==> config.mk <==
export PLATFORM = sky130hd
export DESIGN_NAME = pcie_cap2_aer_status_regs
export DESIGN_NICKNAME = d
export VERILOG_FILES = /design/src/hdl/cfg_regs_pkg.sv /design/src/hdl/pcie_cap2_aer_status_regs.sv /design/src/hdl/apb_answer.sv /design/src/hdl/error_status_log.sv
export SDC_FILE = /design/constraint.sdc
export NUM_CORES = 1
export LEC_CHECK = 0
export BUFFER_PORTS_ARGS = -buffer_cell sky130_fd_sc_hd__buf_2
export CORE_MARGIN = 2
export CORE_UTILIZATION = 42
export DETAILED_ROUTE_END_ITERATION = 8
export GPL_TIMING_DRIVEN = 0
export PLACE_DENSITY = 0.77
export SETUP_SLACK_MARGIN = 0.1
export SLEW_MARGIN = 10
export SYNTH_ARGS = -nofsm -noshare
export SYNTH_HDL_FRONTEND = slang
export SYNTH_SLANG_ARGS = --single-unit
==> constraint.sdc <==
create_clock -name pclk -period 1.7 [get_ports pclk]
set_input_delay 0.17 -clock pclk [delete_from_list [all_inputs] [get_ports pclk]]
set_output_delay 0.17 -clock pclk [all_outputs]
set_load 0.005 [all_outputs]
==> src/hdl/cfg_regs_pkg.sv <==
// Purpose: shared offsets, fields and reset values for the port
//          second-generation capability and error reporting registers
// Assumes: 32-bit apb data, 12-bit configuration byte address
// Notes:   each register holds one aligned word
package cfg_regs_pkg;
   // ****************************************************
   // register offsets
   // ****************************************************
   localparam int ADDR_W = 12;
   localparam logic [11:0] OFS_DEV_CAPS2 = 12'h0e4;
   localparam logic [11:0] OFS_DEV_CTRL2 = 12'h0e8;
   localparam logic [11:0] OFS_LINK_CAPS2 = 12'h0ec;
   localparam logic [11:0] OFS_LINK_CTRL2 = 12'h0f0;
   localparam logic [11:0] OFS_SLOT_CAPS2 = 12'h0f4;
   localparam logic [11:0] OFS_SLOT_CTRL2 = 12'h0f8;
   localparam logic [11:0] OFS_AER_HDR = 12'h100;
   localparam logic [11:0] OFS_UNCOR_STAT = 12'h104;
   localparam logic [11:0] OFS_UNCOR_MASK = 12'h108;
   // ****************************************************
   // field positions
   // ****************************************************
   localparam int LTR_SUP_BIT = 11;
   localparam int OBFF_SUP_LSB = 18;
   localparam int LTR_EN_BIT = 10;
   localparam int OBFF_EN_LSB = 13;
   localparam int SPEED_LSB = 0;
   localparam int COMPL_BIT = 4;
   localparam int HWSC_DIS_BIT = 5;
   localparam int DEEMP_SEL_BIT = 6;
   localparam int MARGIN_LSB = 7;
   localparam int MOD_COMPL_BIT = 10;
   localparam int COMPL_SOS_BIT = 11;
   localparam int COMPL_DEEMP_BIT = 12;
   localparam int CUR_DEEMP_BIT = 16;
   localparam int CAP_VER_LSB = 16;
   localparam int NEXT_PTR_LSB = 20;
   // ****************************************************
   // constant and reset values
   // ****************************************************
   localparam logic [1:0] OBFF_SUP_VAL = 2'h1;
   localparam logic [1:0] OBFF_EN_RST = 2'h0;
   localparam logic [3:0] SPEED_RST = 4'h2;
   localparam logic [2:0] MARGIN_RST = 3'h0;
   localparam logic [15:0] AER_CAP_ID = 16'h0001;
   localparam logic [3:0] AER_CAP_VER = 4'h1;
   localparam logic [11:0] AER_NEXT_PTR = 12'h140;
   // implemented uncorrectable error bits (0, 4, 12..21)
   localparam logic [31:0] UNCOR_IMPL = 32'h003f_f011;
   // ****************************************************
   // apb answer phase
   // ****************************************************
   typedef enum logic {PH_IDLE, PH_ANSWER} apb_phase_e;
   // word decode shared by read and write paths
   function automatic logic word_hit(input logic [11:0] addr,
                                     input logic [11:0] ofs);
      word_hit = (addr[11:2] == ofs[11:2]);
   endfunction
endpackage

==> src/hdl/pcie_cap2_aer_status_regs.sv <==
// Purpose: second-generation device, link and slot capability registers
//          and the error reporting header and uncorrectable status
// Assumes: link engines pulse error events for one pclk cycle
// Notes:   sticky fields reset only on sticky_rstn
//
// What this block does
// latency tolerance support reads one
// buffer flush/fill support reads 01b
// latency tolerance enable, writable, resets zero
// flush/fill enable field writable, resets 00b
// de-emphasis select follows port direction
// current de-emphasis follows port direction
// second slot capabilities read all zero
// capability id reads 0001h
// capability version reads 1h
// next capability pointer reads 140h
// training error sets sticky status bit 0
// link protocol error sets bit 4
// poisoned packet sets bit 12
// flow control error sets bit 13
// completion timeout sets bit 14
// completer abort sets bit 15
// unexpected completion sets bit 16
// receiver overflow sets bit 17
// malformed packet sets bit 18
// end-to-end crc error sets bit 19
// unsupported request sets bit 20
// access control violation sets bit 21
// reserved reads zero, write one clears
// masked errors are not reported
`timescale 1ns/1ps
module pcie_cap2_aer_status_regs import cfg_regs_pkg::*; #(
   parameter bit DOWNSTREAM_PORT = 1'b0
) (
   input wire logic pclk,
   input wire logic presetn,
   input wire logic sticky_rstn,
   input wire logic psel,
   input wire logic penable,
   input wire logic pwrite,
   input wire logic [11:0] paddr,
   input wire logic [31:0] pwdata,
   output logic pready,
   output logic [31:0] prdata,
   output logic pslverr,
   input wire logic evt_training_error,
   input wire logic evt_link_protocol_error,
   input wire logic evt_poisoned_packet,
   input wire logic evt_flow_control_error,
   input wire logic evt_completion_timeout,
   input wire logic evt_completer_abort,
   input wire logic evt_unexpected_completion,
   input wire logic evt_receiver_overflow,
   input wire logic evt_malformed_packet,
   input wire logic evt_end_to_end_crc,
   input wire logic evt_unsupported_request,
   input wire logic evt_access_violation,
   output logic latency_report_enable,
   output logic [1:0] buffer_flush_enable,
   output logic [3:0] target_link_speed,
   output logic enter_compliance,
   output logic hardware_speed_change_disable,
   output logic [2:0] transmit_margin,
   output logic enter_modified_compliance,
   output logic compliance_skip_sets,
   output logic compliance_deemphasis,
   output logic deemphasis_select,
   output logic error_report,
   output logic [31:0] error_report_bits
);
   // ****************************************************
   // address decode
   // ****************************************************
   logic hit_dev_caps;
   logic hit_dev_ctrl;
   logic hit_link_caps;
   logic hit_link_ctrl;
   logic hit_slot_caps;
   logic hit_slot_ctrl;
   logic hit_aer_hdr;
   logic hit_uncor_stat;
   logic hit_uncor_mask;
   logic addr_ok;
   logic wr_fire;

   // one word per register, low two address bits ignored
   assign hit_dev_caps = word_hit(paddr, OFS_DEV_CAPS2);
   assign hit_dev_ctrl = word_hit(paddr, OFS_DEV_CTRL2);
   assign hit_link_caps = word_hit(paddr, OFS_LINK_CAPS2);
   assign hit_link_ctrl = word_hit(paddr, OFS_LINK_CTRL2);
   assign hit_slot_caps = word_hit(paddr, OFS_SLOT_CAPS2);
   assign hit_slot_ctrl = word_hit(paddr, OFS_SLOT_CTRL2);
   assign hit_aer_hdr = word_hit(paddr, OFS_AER_HDR);
   assign hit_uncor_stat = word_hit(paddr, OFS_UNCOR_STAT);
   assign hit_uncor_mask = word_hit(paddr, OFS_UNCOR_MASK);

   // any mapped word; others answer with an error
   assign addr_ok = hit_dev_caps | hit_dev_ctrl | hit_link_caps |
                    hit_link_ctrl | hit_slot_caps | hit_slot_ctrl |
                    hit_aer_hdr | hit_uncor_stat | hit_uncor_mask;

   // ****************************************************
   // write strobes
   // ****************************************************
   logic wr_dev_ctrl;
   logic wr_link_ctrl;
   logic wr_uncor_stat;
   logic wr_uncor_mask;

   // a write lands only at the edge that completes it
   assign wr_dev_ctrl = wr_fire & hit_dev_ctrl;
   assign wr_link_ctrl = wr_fire & hit_link_ctrl;
   assign wr_uncor_stat = wr_fire & hit_uncor_stat;
   assign wr_uncor_mask = wr_fire & hit_uncor_mask;

   // ****************************************************
   // device control and hardware speed change disable, ordinary reset
   // ****************************************************
   logic ltr_en_reg;
   logic ltr_en_next;
   logic [1:0] obff_en_reg;
   logic [1:0] obff_en_next;
   logic hwsc_dis_reg;
   logic hwsc_dis_next;

   // writable fields take the written bits, others hold
   assign ltr_en_next = wr_dev_ctrl ?
                        pwdata[LTR_EN_BIT] : ltr_en_reg;
   assign obff_en_next = wr_dev_ctrl ?
                         pwdata[OBFF_EN_LSB +: 2] : obff_en_reg;
   assign hwsc_dis_next = wr_link_ctrl ?
                          pwdata[HWSC_DIS_BIT] : hwsc_dis_reg;

   // fields cleared by ordinary reset
   always_ff @(posedge pclk or negedge presetn) begin
      if (!presetn) begin
         ltr_en_reg <= 1'b0;
         obff_en_reg <= OBFF_EN_RST;
         hwsc_dis_reg <= 1'b0;
      end else begin
         ltr_en_reg <= ltr_en_next;
         obff_en_reg <= obff_en_next;
         hwsc_dis_reg <= hwsc_dis_next;
      end
   end

   // ****************************************************
   // link control, sticky reset
   // ****************************************************
   logic [3:0] speed_reg;
   logic [3:0] speed_next;
   logic compl_reg;
   logic compl_next;
   logic [2:0] margin_reg;
   logic [2:0] margin_next;
   logic mod_compl_reg;
   logic mod_compl_next;
   logic compl_sos_reg;
   logic compl_sos_next;
   logic compl_deemp_reg;
   logic compl_deemp_next;

   // sticky link fields follow software writes
   assign speed_next = wr_link_ctrl ?
                       pwdata[SPEED_LSB +: 4] : speed_reg;
   assign compl_next = wr_link_ctrl ? pwdata[COMPL_BIT] : compl_reg;
   assign margin_next = wr_link_ctrl ?
                        pwdata[MARGIN_LSB +: 3] : margin_reg;
   assign mod_compl_next = wr_link_ctrl ?
                           pwdata[MOD_COMPL_BIT] : mod_compl_reg;
   assign compl_sos_next = wr_link_ctrl ?
                           pwdata[COMPL_SOS_BIT] : compl_sos_reg;
   assign compl_deemp_next = wr_link_ctrl ?
                             pwdata[COMPL_DEEMP_BIT] : compl_deemp_reg;

   // survive ordinary reset, loaded with their reset values by sticky reset only
   always_ff @(posedge pclk or negedge sticky_rstn) begin
      if (!sticky_rstn) begin
         speed_reg <= SPEED_RST;
         compl_reg <= 1'b0;
         margin_reg <= MARGIN_RST;
         mod_compl_reg <= 1'b0;
         compl_sos_reg <= 1'b0;
         compl_deemp_reg <= 1'b0;
      end else begin
         speed_reg <= speed_next;
         compl_reg <= compl_next;
         margin_reg <= margin_next;
         mod_compl_reg <= mod_compl_next;
         compl_sos_reg <= compl_sos_next;
         compl_deemp_reg <= compl_deemp_next;
      end
   end

   // ****************************************************
   // de-emphasis, fixed by port direction
   // ****************************************************
   logic deemp_reg;

   // read-only, reset value set by the port direction
   always_ff @(posedge pclk or negedge presetn) begin
      if (!presetn) begin
         deemp_reg <= DOWNSTREAM_PORT;
      end else begin
         deemp_reg <= deemp_reg;
      end
   end

   // ****************************************************
   // uncorrectable error mask, sticky
   // ****************************************************
   logic [31:0] mask_reg;
   logic [31:0] mask_next;

   // only implemented error bits can be masked
   assign mask_next = wr_uncor_mask ? (pwdata & UNCOR_IMPL) : mask_reg;

   // mask holds across ordinary reset
   always_ff @(posedge pclk or negedge sticky_rstn) begin
      if (!sticky_rstn) begin
         mask_reg <= 32'h0000_0000;
      end else begin
         mask_reg <= mask_next;
      end
   end

   // ****************************************************
   // uncorrectable error status
   // ****************************************************
   logic [31:0] err_evt;
   logic [31:0] err_clr;
   logic [31:0] err_stat;

   // link engine events placed on their status bits
   always_comb begin
      err_evt = 32'h0000_0000;
      err_evt[0] = evt_training_error;
      err_evt[4] = evt_link_protocol_error;
      err_evt[12] = evt_poisoned_packet;
      err_evt[13] = evt_flow_control_error;
      err_evt[14] = evt_completion_timeout;
      err_evt[15] = evt_completer_abort;
      err_evt[16] = evt_unexpected_completion;
      err_evt[17] = evt_receiver_overflow;
      err_evt[18] = evt_malformed_packet;
      err_evt[19] = evt_end_to_end_crc;
      err_evt[20] = evt_unsupported_request;
      err_evt[21] = evt_access_violation;
   end

   // writing one clears, writing zero leaves the bit
   assign err_clr = wr_uncor_stat ? pwdata : 32'h0000_0000;

   // sticky write-one-to-clear status and masked report
   error_status_log #(
      .WIDTH(32),
      .IMPL(UNCOR_IMPL)
   ) u_err_log (
      .pclk(pclk),
      .sticky_rstn(sticky_rstn),
      .event_in(err_evt),
      .clear_in(err_clr),
      .mask_in(mask_reg),
      .status(err_stat),
      .report(error_report),
      .report_bits(error_report_bits)
   );

   // ****************************************************
   // read data assembly
   // ****************************************************
   logic [31:0] dev_caps_word;
   logic [31:0] dev_ctrl_word;
   logic [31:0] link_ctrl_word;
   logic [31:0] aer_hdr_word;
   logic [31:0] rdata_mux;

   // capability words, unlisted bits read zero
   always_comb begin
      dev_caps_word = 32'h0000_0000;
      dev_caps_word[LTR_SUP_BIT] = 1'b1;
      dev_caps_word[OBFF_SUP_LSB +: 2] = OBFF_SUP_VAL;
   end

   // device control low half, device status high half zero
   always_comb begin
      dev_ctrl_word = 32'h0000_0000;
      dev_ctrl_word[LTR_EN_BIT] = ltr_en_reg;
      dev_ctrl_word[OBFF_EN_LSB +: 2] = obff_en_reg;
   end

   // link control low half, link status high half
   always_comb begin
      link_ctrl_word = 32'h0000_0000;
      link_ctrl_word[SPEED_LSB +: 4] = speed_reg;
      link_ctrl_word[COMPL_BIT] = compl_reg;
      link_ctrl_word[HWSC_DIS_BIT] = hwsc_dis_reg;
      link_ctrl_word[DEEMP_SEL_BIT] = deemp_reg;
      link_ctrl_word[MARGIN_LSB +: 3] = margin_reg;
      link_ctrl_word[MOD_COMPL_BIT] = mod_compl_reg;
      link_ctrl_word[COMPL_SOS_BIT] = compl_sos_reg;
      link_ctrl_word[COMPL_DEEMP_BIT] = compl_deemp_reg;
      link_ctrl_word[CUR_DEEMP_BIT] = deemp_reg;
   end

   // error reporting capability header
   always_comb begin
      aer_hdr_word = 32'h0000_0000;
      aer_hdr_word[15:0] = AER_CAP_ID;
      aer_hdr_word[CAP_VER_LSB +: 4] = AER_CAP_VER;
      aer_hdr_word[NEXT_PTR_LSB +: 12] = AER_NEXT_PTR;
   end

   // select by decoded word, zero words need no term
   assign rdata_mux =
      ({32{hit_dev_caps}} & dev_caps_word) |
      ({32{hit_dev_ctrl}} & dev_ctrl_word) |
      ({32{hit_link_ctrl}} & link_ctrl_word) |
      ({32{hit_aer_hdr}} & aer_hdr_word) |
      ({32{hit_uncor_stat}} & err_stat) |
      ({32{hit_uncor_mask}} & mask_reg);

   // ****************************************************
   // bus answer
   // ****************************************************
   apb_answer u_apb (
      .pclk(pclk),
      .presetn(presetn),
      .psel(psel),
      .penable(penable),
      .pwrite(pwrite),
      .addr_ok(addr_ok),
      .rdata_in(rdata_mux),
      .pready(pready),
      .pslverr(pslverr),
      .prdata(prdata),
      .wr_fire(wr_fire)
   );

   // ****************************************************
   // control outputs, straight from the flops
   // ****************************************************
   assign latency_report_enable = ltr_en_reg;
   assign buffer_flush_enable = obff_en_reg;
   assign target_link_speed = speed_reg;
   assign enter_compliance = compl_reg;
   assign hardware_speed_change_disable = hwsc_dis_reg;
   assign transmit_margin = margin_reg;
   assign enter_modified_compliance = mod_compl_reg;
   assign compliance_skip_sets = compl_sos_reg;
   assign compliance_deemphasis = compl_deemp_reg;
   assign deemphasis_select = deemp_reg;
endmodule // pcie_cap2_aer_status_regs

==> src/hdl/apb_answer.sv <==
// Purpose: apb handshake, one wait state, registered answer
// Assumes: master holds the request until pready is sampled high
// Notes:   wr_fire marks the completing edge of a write
`timescale 1ns/1ps
module apb_answer import cfg_regs_pkg::*; (
   input wire logic pclk,
   input wire logic presetn,
   input wire logic psel,
   input wire logic penable,
   input wire logic pwrite,
   input wire logic addr_ok,
   input wire logic [31:0] rdata_in,
   output logic pready,
   output logic pslverr,
   output logic [31:0] prdata,
   output logic wr_fire
);
   apb_phase_e phase_reg;
   logic take;
   // access phase seen and not yet answered
   assign take = psel & penable & (phase_reg == PH_IDLE);
   assign wr_fire = psel & penable & pwrite & (phase_reg == PH_ANSWER)
                    & addr_ok;
   assign pready = (phase_reg == PH_ANSWER);
   // answer register, cleared at the completing edge
   always_ff @(posedge pclk or negedge presetn) begin
      if (!presetn) begin
         phase_reg <= PH_IDLE;
         pslverr <= 1'b0;
         prdata <= 32'h0000_0000;
      end else begin
         case (phase_reg)
            PH_IDLE: begin
               if (take) begin
                  phase_reg <= PH_ANSWER;
                  pslverr <= ~addr_ok;
                  prdata <= (pwrite | ~addr_ok) ? 32'h0000_0000 : rdata_in;
               end
            end
            PH_ANSWER: begin
               phase_reg <= PH_IDLE;
               pslverr <= 1'b0;
               prdata <= 32'h0000_0000;
            end
            default: phase_reg <= PH_IDLE;
         endcase
      end
   end
endmodule // apb_answer

==> src/hdl/error_status_log.sv <==
// Purpose: sticky write-one-to-clear error status with masked reporting
// Assumes: events are one-cycle pulses in the pclk domain
// Notes:   a set in the clearing cycle wins
`timescale 1ns/1ps
module error_status_log #(
   parameter int WIDTH = 32,
   parameter logic [WIDTH-1:0] IMPL = '1
) (
   input wire logic pclk,
   input wire logic sticky_rstn,
   input wire logic [WIDTH-1:0] event_in,
   input wire logic [WIDTH-1:0] clear_in,
   input wire logic [WIDTH-1:0] mask_in,
   output logic [WIDTH-1:0] status,
   output logic report,
   output logic [WIDTH-1:0] report_bits
);
   logic [WIDTH-1:0] hit;
   logic [WIDTH-1:0] status_next;
   // set wins over clear, unimplemented bits stay zero
   assign hit = event_in & IMPL;
   assign status_next = (status & ~clear_in) | hit;
   // masked events are logged in status but not reported
   always_ff @(posedge pclk or negedge sticky_rstn) begin
      if (!sticky_rstn) begin
         status <= '0;
         report <= 1'b0;
         report_bits <= '0;
      end else begin
         status <= status_next & IMPL;
         report <= |(hit & ~mask_in);
         report_bits <= hit & ~mask_in;
      end
   end
endmodule // error_status_log

==> results of run 1 <==
==> worst reg2reg max path, cell delays in order (launching register included) <==
cell and delay, ns:
dfrtp_1 0.41, nand4_1 0.19, buf_4 0.20, nor4_4 0.20, buf_4 0.19, buf_6 0.15
nand3_2 0.07, a21o_1 0.16
==> where the power goes <==
part           total, µW  switching (µW)  internal (µW)
Clock               1430             664            761
Combinational        338             186            152
Sequential          1830            7.01           1830
==> cells in the final DEF (no fill, tap or decap), types with 2 or more instances in the layout <==
cell	Yosys	layout
clkbuf_4	0	2
o211a_1	2	2
inv_1	2	2
clkbuf_8	0	11
mux2_4	10	11
nor2_1	3	3
o21ai_0	6	6
buf_6	2	2
nand2_1	10	10
nor4_1	5	3
a21oi_1	4	3
mux2_1	10	9
mux2_2	8	8
conb_1	1	30
nand3_2	0	11
a21o_1	12	12
buf_12	0	2
clkinvlp_4	0	2
nor4b_4	1	2
nor2b_1	16	15
nand3_1	14	3
dfrtp_1	75	75
a22o_1	20	20
buf_8	0	2
buf_4	33	42
nor4_4	2	3
a22oi_1	8	8
dlygate4sd3_1	0	2
o2bb2ai_1	4	4
buf_2	3	101
nor3_1	5	5
==> how the worst max path moves through the flow <==
| stage | start | endpoint | depth (start not counted) |
|---|---|---|---|
| 2_1_floorplan | paddr[4] | compliance_skip_sets | 6 |
| 3_3_place_gp | paddr[2] | u_apb.prdata[13] | 6 |
| 3_5_place_dp | paddr[2] | u_apb.prdata[13] | 6 |
| 4_1_cts | u_apb.pready | u_err_log.status[17] | 5 |
| 5_1_grt | u_apb.pready | u_err_log.status[17] | 7 |
| 6_report | u_apb.pready | u_err_log.status[4] | 7 |
==> per-stage QoR <==
step                      instances  setup TNS [ns]  util, %
final                           540               0    58.14
after global routing            540               0    58.14
after CTS                       532               0    56.02
after detailed placement        510          -15.55    52.42
after global placement          510          -14.10    52.42
after floorplan                 305               0        -
==> what timing repair did <==
item | 4_1_cts | 5_1_grt
setup buffers | 4 | 6
pin swaps | 1 | 23
hold endpoints to repair | 29 | 0
resized for setup | 7 | 26
setup endpoints to repair | 49 | 39
cloned | 0 | 2
hold buffers | 2 | 0
==> metal layers <==
layer | vias up | GRT usage (%) | share of wire, %
li1 | 1252 | - | -
met2 | 108 | 32.75 | 50
met1 | 1330 | 24.90 | 42
met5 | - | 0 | 0
met3 | 13 | 4.506 | 6.7
met4 | 0 | 8.213 | 1.8
==> area by class of cell <==
class	instances	area share (%)
clock inverters	5	1.243
flip-flops and latches	76	40.24
well taps	105	2.778
plain buffers	42	7.407
multi-input cells	185	31.61
inverters	2	0.1587
repair buffers	114	13.36
clock buffers	11	3.201
==> logic make-up (layout without fill, tap and decap cells) <==
group / after synthesis / count (layout) / share of synthesized area [%]
flip-flops: 76 / 76 / 54.63
AND/OR/NAND/NOR: 68 / 68 / 13.18
AO/OA/AOI/OAI: 59 / 59 / 13.11
buffers and inverters: 44 / 174 / 8.836
multiplexers: 28 / 28 / 10.13
other: 1 / 30 / 0.1077
==> qor.yml, run 1 <==
path_max_fanout: 5
max_freq_ghz: 0.6053
final.setup.worst_slack_ns: 0.04782
clock-sinks: 76
pre_cts_ws_ns: -0.4918
wirelength_um: 9056
largest_register_ffs: 22
synthCells: 276
vias_per_cell: 5.006
antenna_cells: 0
root_buffer: "clkbuf_8"
synth-edff-count: 0
r2r_cells: 7
die_y_um: 95.07
grt_max_degree: 49
reg2reg_from: "u_apb.pready"
worstSetupEndpointType: "flip-flop"
cp_slowest_stage_delay_ns: 0.41
p_leak_uw: 0.002425
criticalPathCategory: "reg -> reg"
ir_drop_mv: 0.3443
r2r_slack_ns: 0.05
cpMostUsedCell: "buf_4"
clk-insertion-delay-late_ns: 0.35
start_util_pct: 42.82
fin_crit_sh_pct: 97.19
ant_nets: 0
drv_cap: 0
synthMostInstantiatedCell: "dfrtp_1"
portBuffers: 100
fin_crit_ns: 1.652
synth_seq_cells: 76
synth_cell_types: 41
die_x_um: 95.07
min_path_type: "in -> reg"
antenna_found_initial: 0
worstHoldPathCells: 2
layout-drive-gt1-share_pct: 49.43
first_global_vias: 2594
setup_viol: 0
syn_area_per_cell_um2: 12.62
holdWs_ns: 0.009525
vias: 2703
seq_area_mm2: 0.001903
rows: 33
cp_cell_sequence: "nand4_1 -> buf_4 -> nor4_4 -> buf_4 -> buf_6 -> nand3_2 -> a21o_1"
crit_family: "buffers and inverters"
stdcell_area_mm2: 0.004730
die-area_mm2: 0.009038
avgRoutedWirePerCell_um: 16.77
yosysTopAreaCellShare_pct: 53.88
ys_warn_count: 0
ctsHtreeMaxLevel: 3
gr-usage-all-layers_pct: 19.75
slew-limit-headroom_pct: 26.76
seq_area_frac_synth_pct: 54.63
hold_end: "u_err_log.status[16]"
core_mm2: 0.008134
ys_top_cells_by_area: "dfrtp_1 54%, buf_4 7.1%, a22o_1 5.0%"
tritoncts: "done"
grt_overflow: 0
drt_iter0_markers: 59
finalPower_uw: 3595
fillers: 714
grt_pass1_wl_um: 13280
critical_path.startpoint_type: "flip-flop"
r2r_end: "u_err_log.status[4]"
drc_errors: 0
synth_flop_cell: "dfrtp_1"
worst_pin_slew_ns: 1.099
cts_max_path_buffers: 2
numCtsBuffers: 9
dp_hpwl_um: 6505
synthTopCellsByCount: "75 x dfrtp_1, 33 x buf_4, 20 x a22o_1"
drt-pass1-iter-count: 4
syn2layout_area_growth_pct: 35.78
placed_area_mm2: 0.004264
outcome: "finished, final reports clean"
path_clk_slew_ns: 0.08
nets: 492
slew_viol_final: 0
multi_input_area_mm2: 0.001495
io_pins: 145
critPathBufInv: 3
worst_path_max_delay_cell: "dfrtp_1"
largest_register: "u_apb.prdata"
async_flop_share_pct: 100.0
gp_congestion: 0.8747
yosysTopAreaCell: "dfrtp_1"
synth_area_mm2: 0.003483
clock_skew_ns: 0.009714
power.density_mw_per_mm2: 760.2
min_from: "evt_unexpected_completion"
rsz0062_at_grt: "true"
finalHoldViolCount: 0
worstPathRequired_ns: 1.94
arrival_ns: 1.89
No activity file was read; power rests on OpenSTA's default activity.
==> run 2, diff against run 1 <==
CORE_UTILIZATION = 43   (was 42)
PLACE_DENSITY = 0.82   (was 0.77)
clock period = 1.4 ns   (was 1.7 ns; I/O delays follow)
==> run 2 against run 1 <==
  * The flow now finishes with violations (negative hold slack, negative setup slack)
  * Design area is 4.9% higher
  * Wire length is 5.6% higher
  * Total power is 21% higher
  * Clock power is 17% higher
  * Utilization is 5.4 points higher
  * Flip-flop and latch count stayed put
  * Maximum frequency is 4.2% higher
  * Critical path depth is 1 higher
  * First-iteration DRC count is 110% higher
  * Non-clock buffer count is 16 higher
  * Register-to-register slack worse by 0.23 ns
  * Clock skew is 0.0018 ns lower
  * Highest routed layer unchanged
==> qor.yml, run 2 (synthesis gave the netlist of run 1 again) <==
cts_max_path_buffers: 2  # unchanged
gp_congestion: 0.7782  # -11%
outcome: "finished, violations left"
dp_cells: 507  # -0.59%
clk-insertion-delay-late_ns: 0.35  # about the same
avgRoutedWirePerCell_um: 17.29  # +3.1%
ir_drop_mv: 0.4957  # +44%
r2r_slack_ns: -0.18  # -0.23 ns
die_y_um: 94.01  # -1.1%
min_path_type: "in -> async"
wirelength_um: 9562  # +5.6%
r2r_end: "u_err_log.status[17]"
power.density_mw_per_mm2: 874.8  # +15%
layout-drive-gt1-share_pct: 50.33  # +0.91 points
die-area_mm2: 0.008837  # -2.2%
setup_viol: 58  # +58
worstPathRequired_ns: 1.65  # -0.29 ns
antenna_cells: 0  # unchanged
ctsHtreeMaxLevel: 3  # unchanged
clock-sinks: 76  # unchanged
placed_area_mm2: 0.004264  # unchanged
drv_cap: 0  # unchanged
grt_pass1_wl_um: 14430  # +8.7%
finalHoldViolCount: 9  # +9
largest_register: "u_apb.prdata"
criticalPathCategory: "reg -> reg"
drc_errors: 0  # unchanged
finalPower_uw: 4341  # +21%
fillers: 638  # -11%
core_mm2: 0.007807  # -4.0%
dp_hpwl_um: 6384  # -1.9%
io_pins: 145  # unchanged
path_max_fanout: 5  # unchanged
tritoncts: "done"
critical_path.startpoint_type: "flip-flop"
rsz0062_at_grt: "true"
final_common_cell: "buf_2"
first_global_vias: 2750  # +6.0%
fin_crit_sh_pct: 113.2  # +16 points
fin_crit_ns: 1.585  # -0.06735 ns
largest_register_ffs: 22  # unchanged
syn2layout_area_growth_pct: 42.46
grt_max_degree: 49  # unchanged
drt-pass1-iter-count: 4  # unchanged
r2r_cells: 8  # +1
start_util_pct: 44.62  # +1.8 points
path_clk_slew_ns: 0.08  # about the same
gr-usage-all-layers_pct: 21.81  # +2.1 points
numCtsBuffers: 9  # unchanged
worstSetupEndpointType: "flip-flop"
root_buffer: "clkbuf_8"
vias: 2806  # +3.8%
drt_iter0_markers: 124  # +110%
final.setup.worst_slack_ns: -0.1848  # -0.2327 ns
nets: 508  # +3.3%
reg2reg_from: "u_apb.pready"
slew-limit-headroom_pct: 26.72  # -0.039 points
crit_end: "u_err_log.status[17]"
final_cells: 553  # +2.4%
die_x_um: 94.01  # -1.1%
p_leak_uw: 0.002504  # +3.2%
stdcell_area_mm2: 0.004962  # +4.9%
antenna_found_initial: 0  # unchanged
max_freq_ghz: 0.6310  # +4.2%
slew_viol_final: 0  # unchanged
worst_pin_slew_ns: 1.099  # +0.0005838 ns
grt_overflow: 0  # unchanged
clock_skew_ns: 0.007882  # -0.001832 ns
crit_path_start: "u_apb.pready"
rows: 32  # -3.0%
arrival_ns: 1.83  # -0.06 ns
ant_nets: 0  # unchanged
pre_cts_ws_ns: -0.8004  # -0.3086 ns
vias_per_cell: 5.074  # +1.4%
holdWs_ns: -0.006929  # -0.01645 ns
layout_common_cells: "101 x buf_2, 74 x dfrtp_1, 43 x buf_4"
portBuffers: 100  # unchanged
violations: "negative hold slack, negative setup slack"
## run 2: changes by cell type in the layout (fill, tap and decap cells not counted), sizes merged
cell and change:
buf +8, clkbuf -4, clkinv +1, dlygate4sd3 +11
## run 2: worst min-delay path by stage
stage                start                             to  slack, ns  cells past startpoint
2_1_floorplan      presetn         buffer_flush_enable[0]      -0.16                      0
3_3_place_gp       presetn               u_apb.prdata[19]       0.22                      1
3_5_place_dp       presetn               u_apb.prdata[19]       0.21                      1
4_1_cts          pwdata[3]           target_link_speed[3]      0.007                      2
5_1_grt          pwdata[5]  hardware_speed_change_disable       0.01                      2
6_report       sticky_rstn      u_err_log.report_bits[21]     -0.007                      1
## run 2: per-layer routing
metal,part of all wire [%],GRT usage (%),routed length (µm),vias up
met5,0,0,0,-
met4,1.7,7.609,158,0
met3,6.9,5.698,661,17
met2,48,34.58,4591,113
met1,43,29.07,4150,1386
li1,-,-,-,1290
## run 2: metrics by stage
step / utilization (%) / setup TNS, ns
floorplan: - / -5.939
global placement: 54.62 / -29.57
detailed placement: 54.62 / -30.98
CTS: 62.84 / -2.915
global route: 63.56 / -9.750
finish: 63.56 / -6.391
## run 2: what timing repair did
action	in CTS	in global routing
gates resized for setup	38	13
setup buffers	13	1
gates cloned	3	0
hold endpoints to repair	40	0
endpoints found under the setup margin	61	62
pin swaps	13	9
hold buffers	13	0
## run 2: critical path: stages (launching register included)
cell     delay (ns)
dfrtp_2        0.37
nand4_1        0.12
buf_6          0.17
buf_12         0.12
nor4_4         0.12
buf_4          0.19
buf_6          0.14
nand3_1        0.08
a21o_1         0.16
## run 2: final cells by class
class                   count  area [µm²]  share of cell area [%]
plain buffers              42       360.3                   7.262
inverters                   2       7.507                  0.1513
clock inverters             6       63.81                   1.286
flip-flops and latches     76        1904                   38.38
clock buffers              10       127.6                   2.572
multi-input cells         185        1545                   31.14
well taps                 102       127.6                   2.572
repair buffers            130       825.8                   16.64
## run 2: where the power goes
group / total [µW] / internal [µW] / switching (µW)
registers: 2220 / 2220 / 7.18
logic: 448 / 208 / 239
clock network: 1670 / 824 / 845
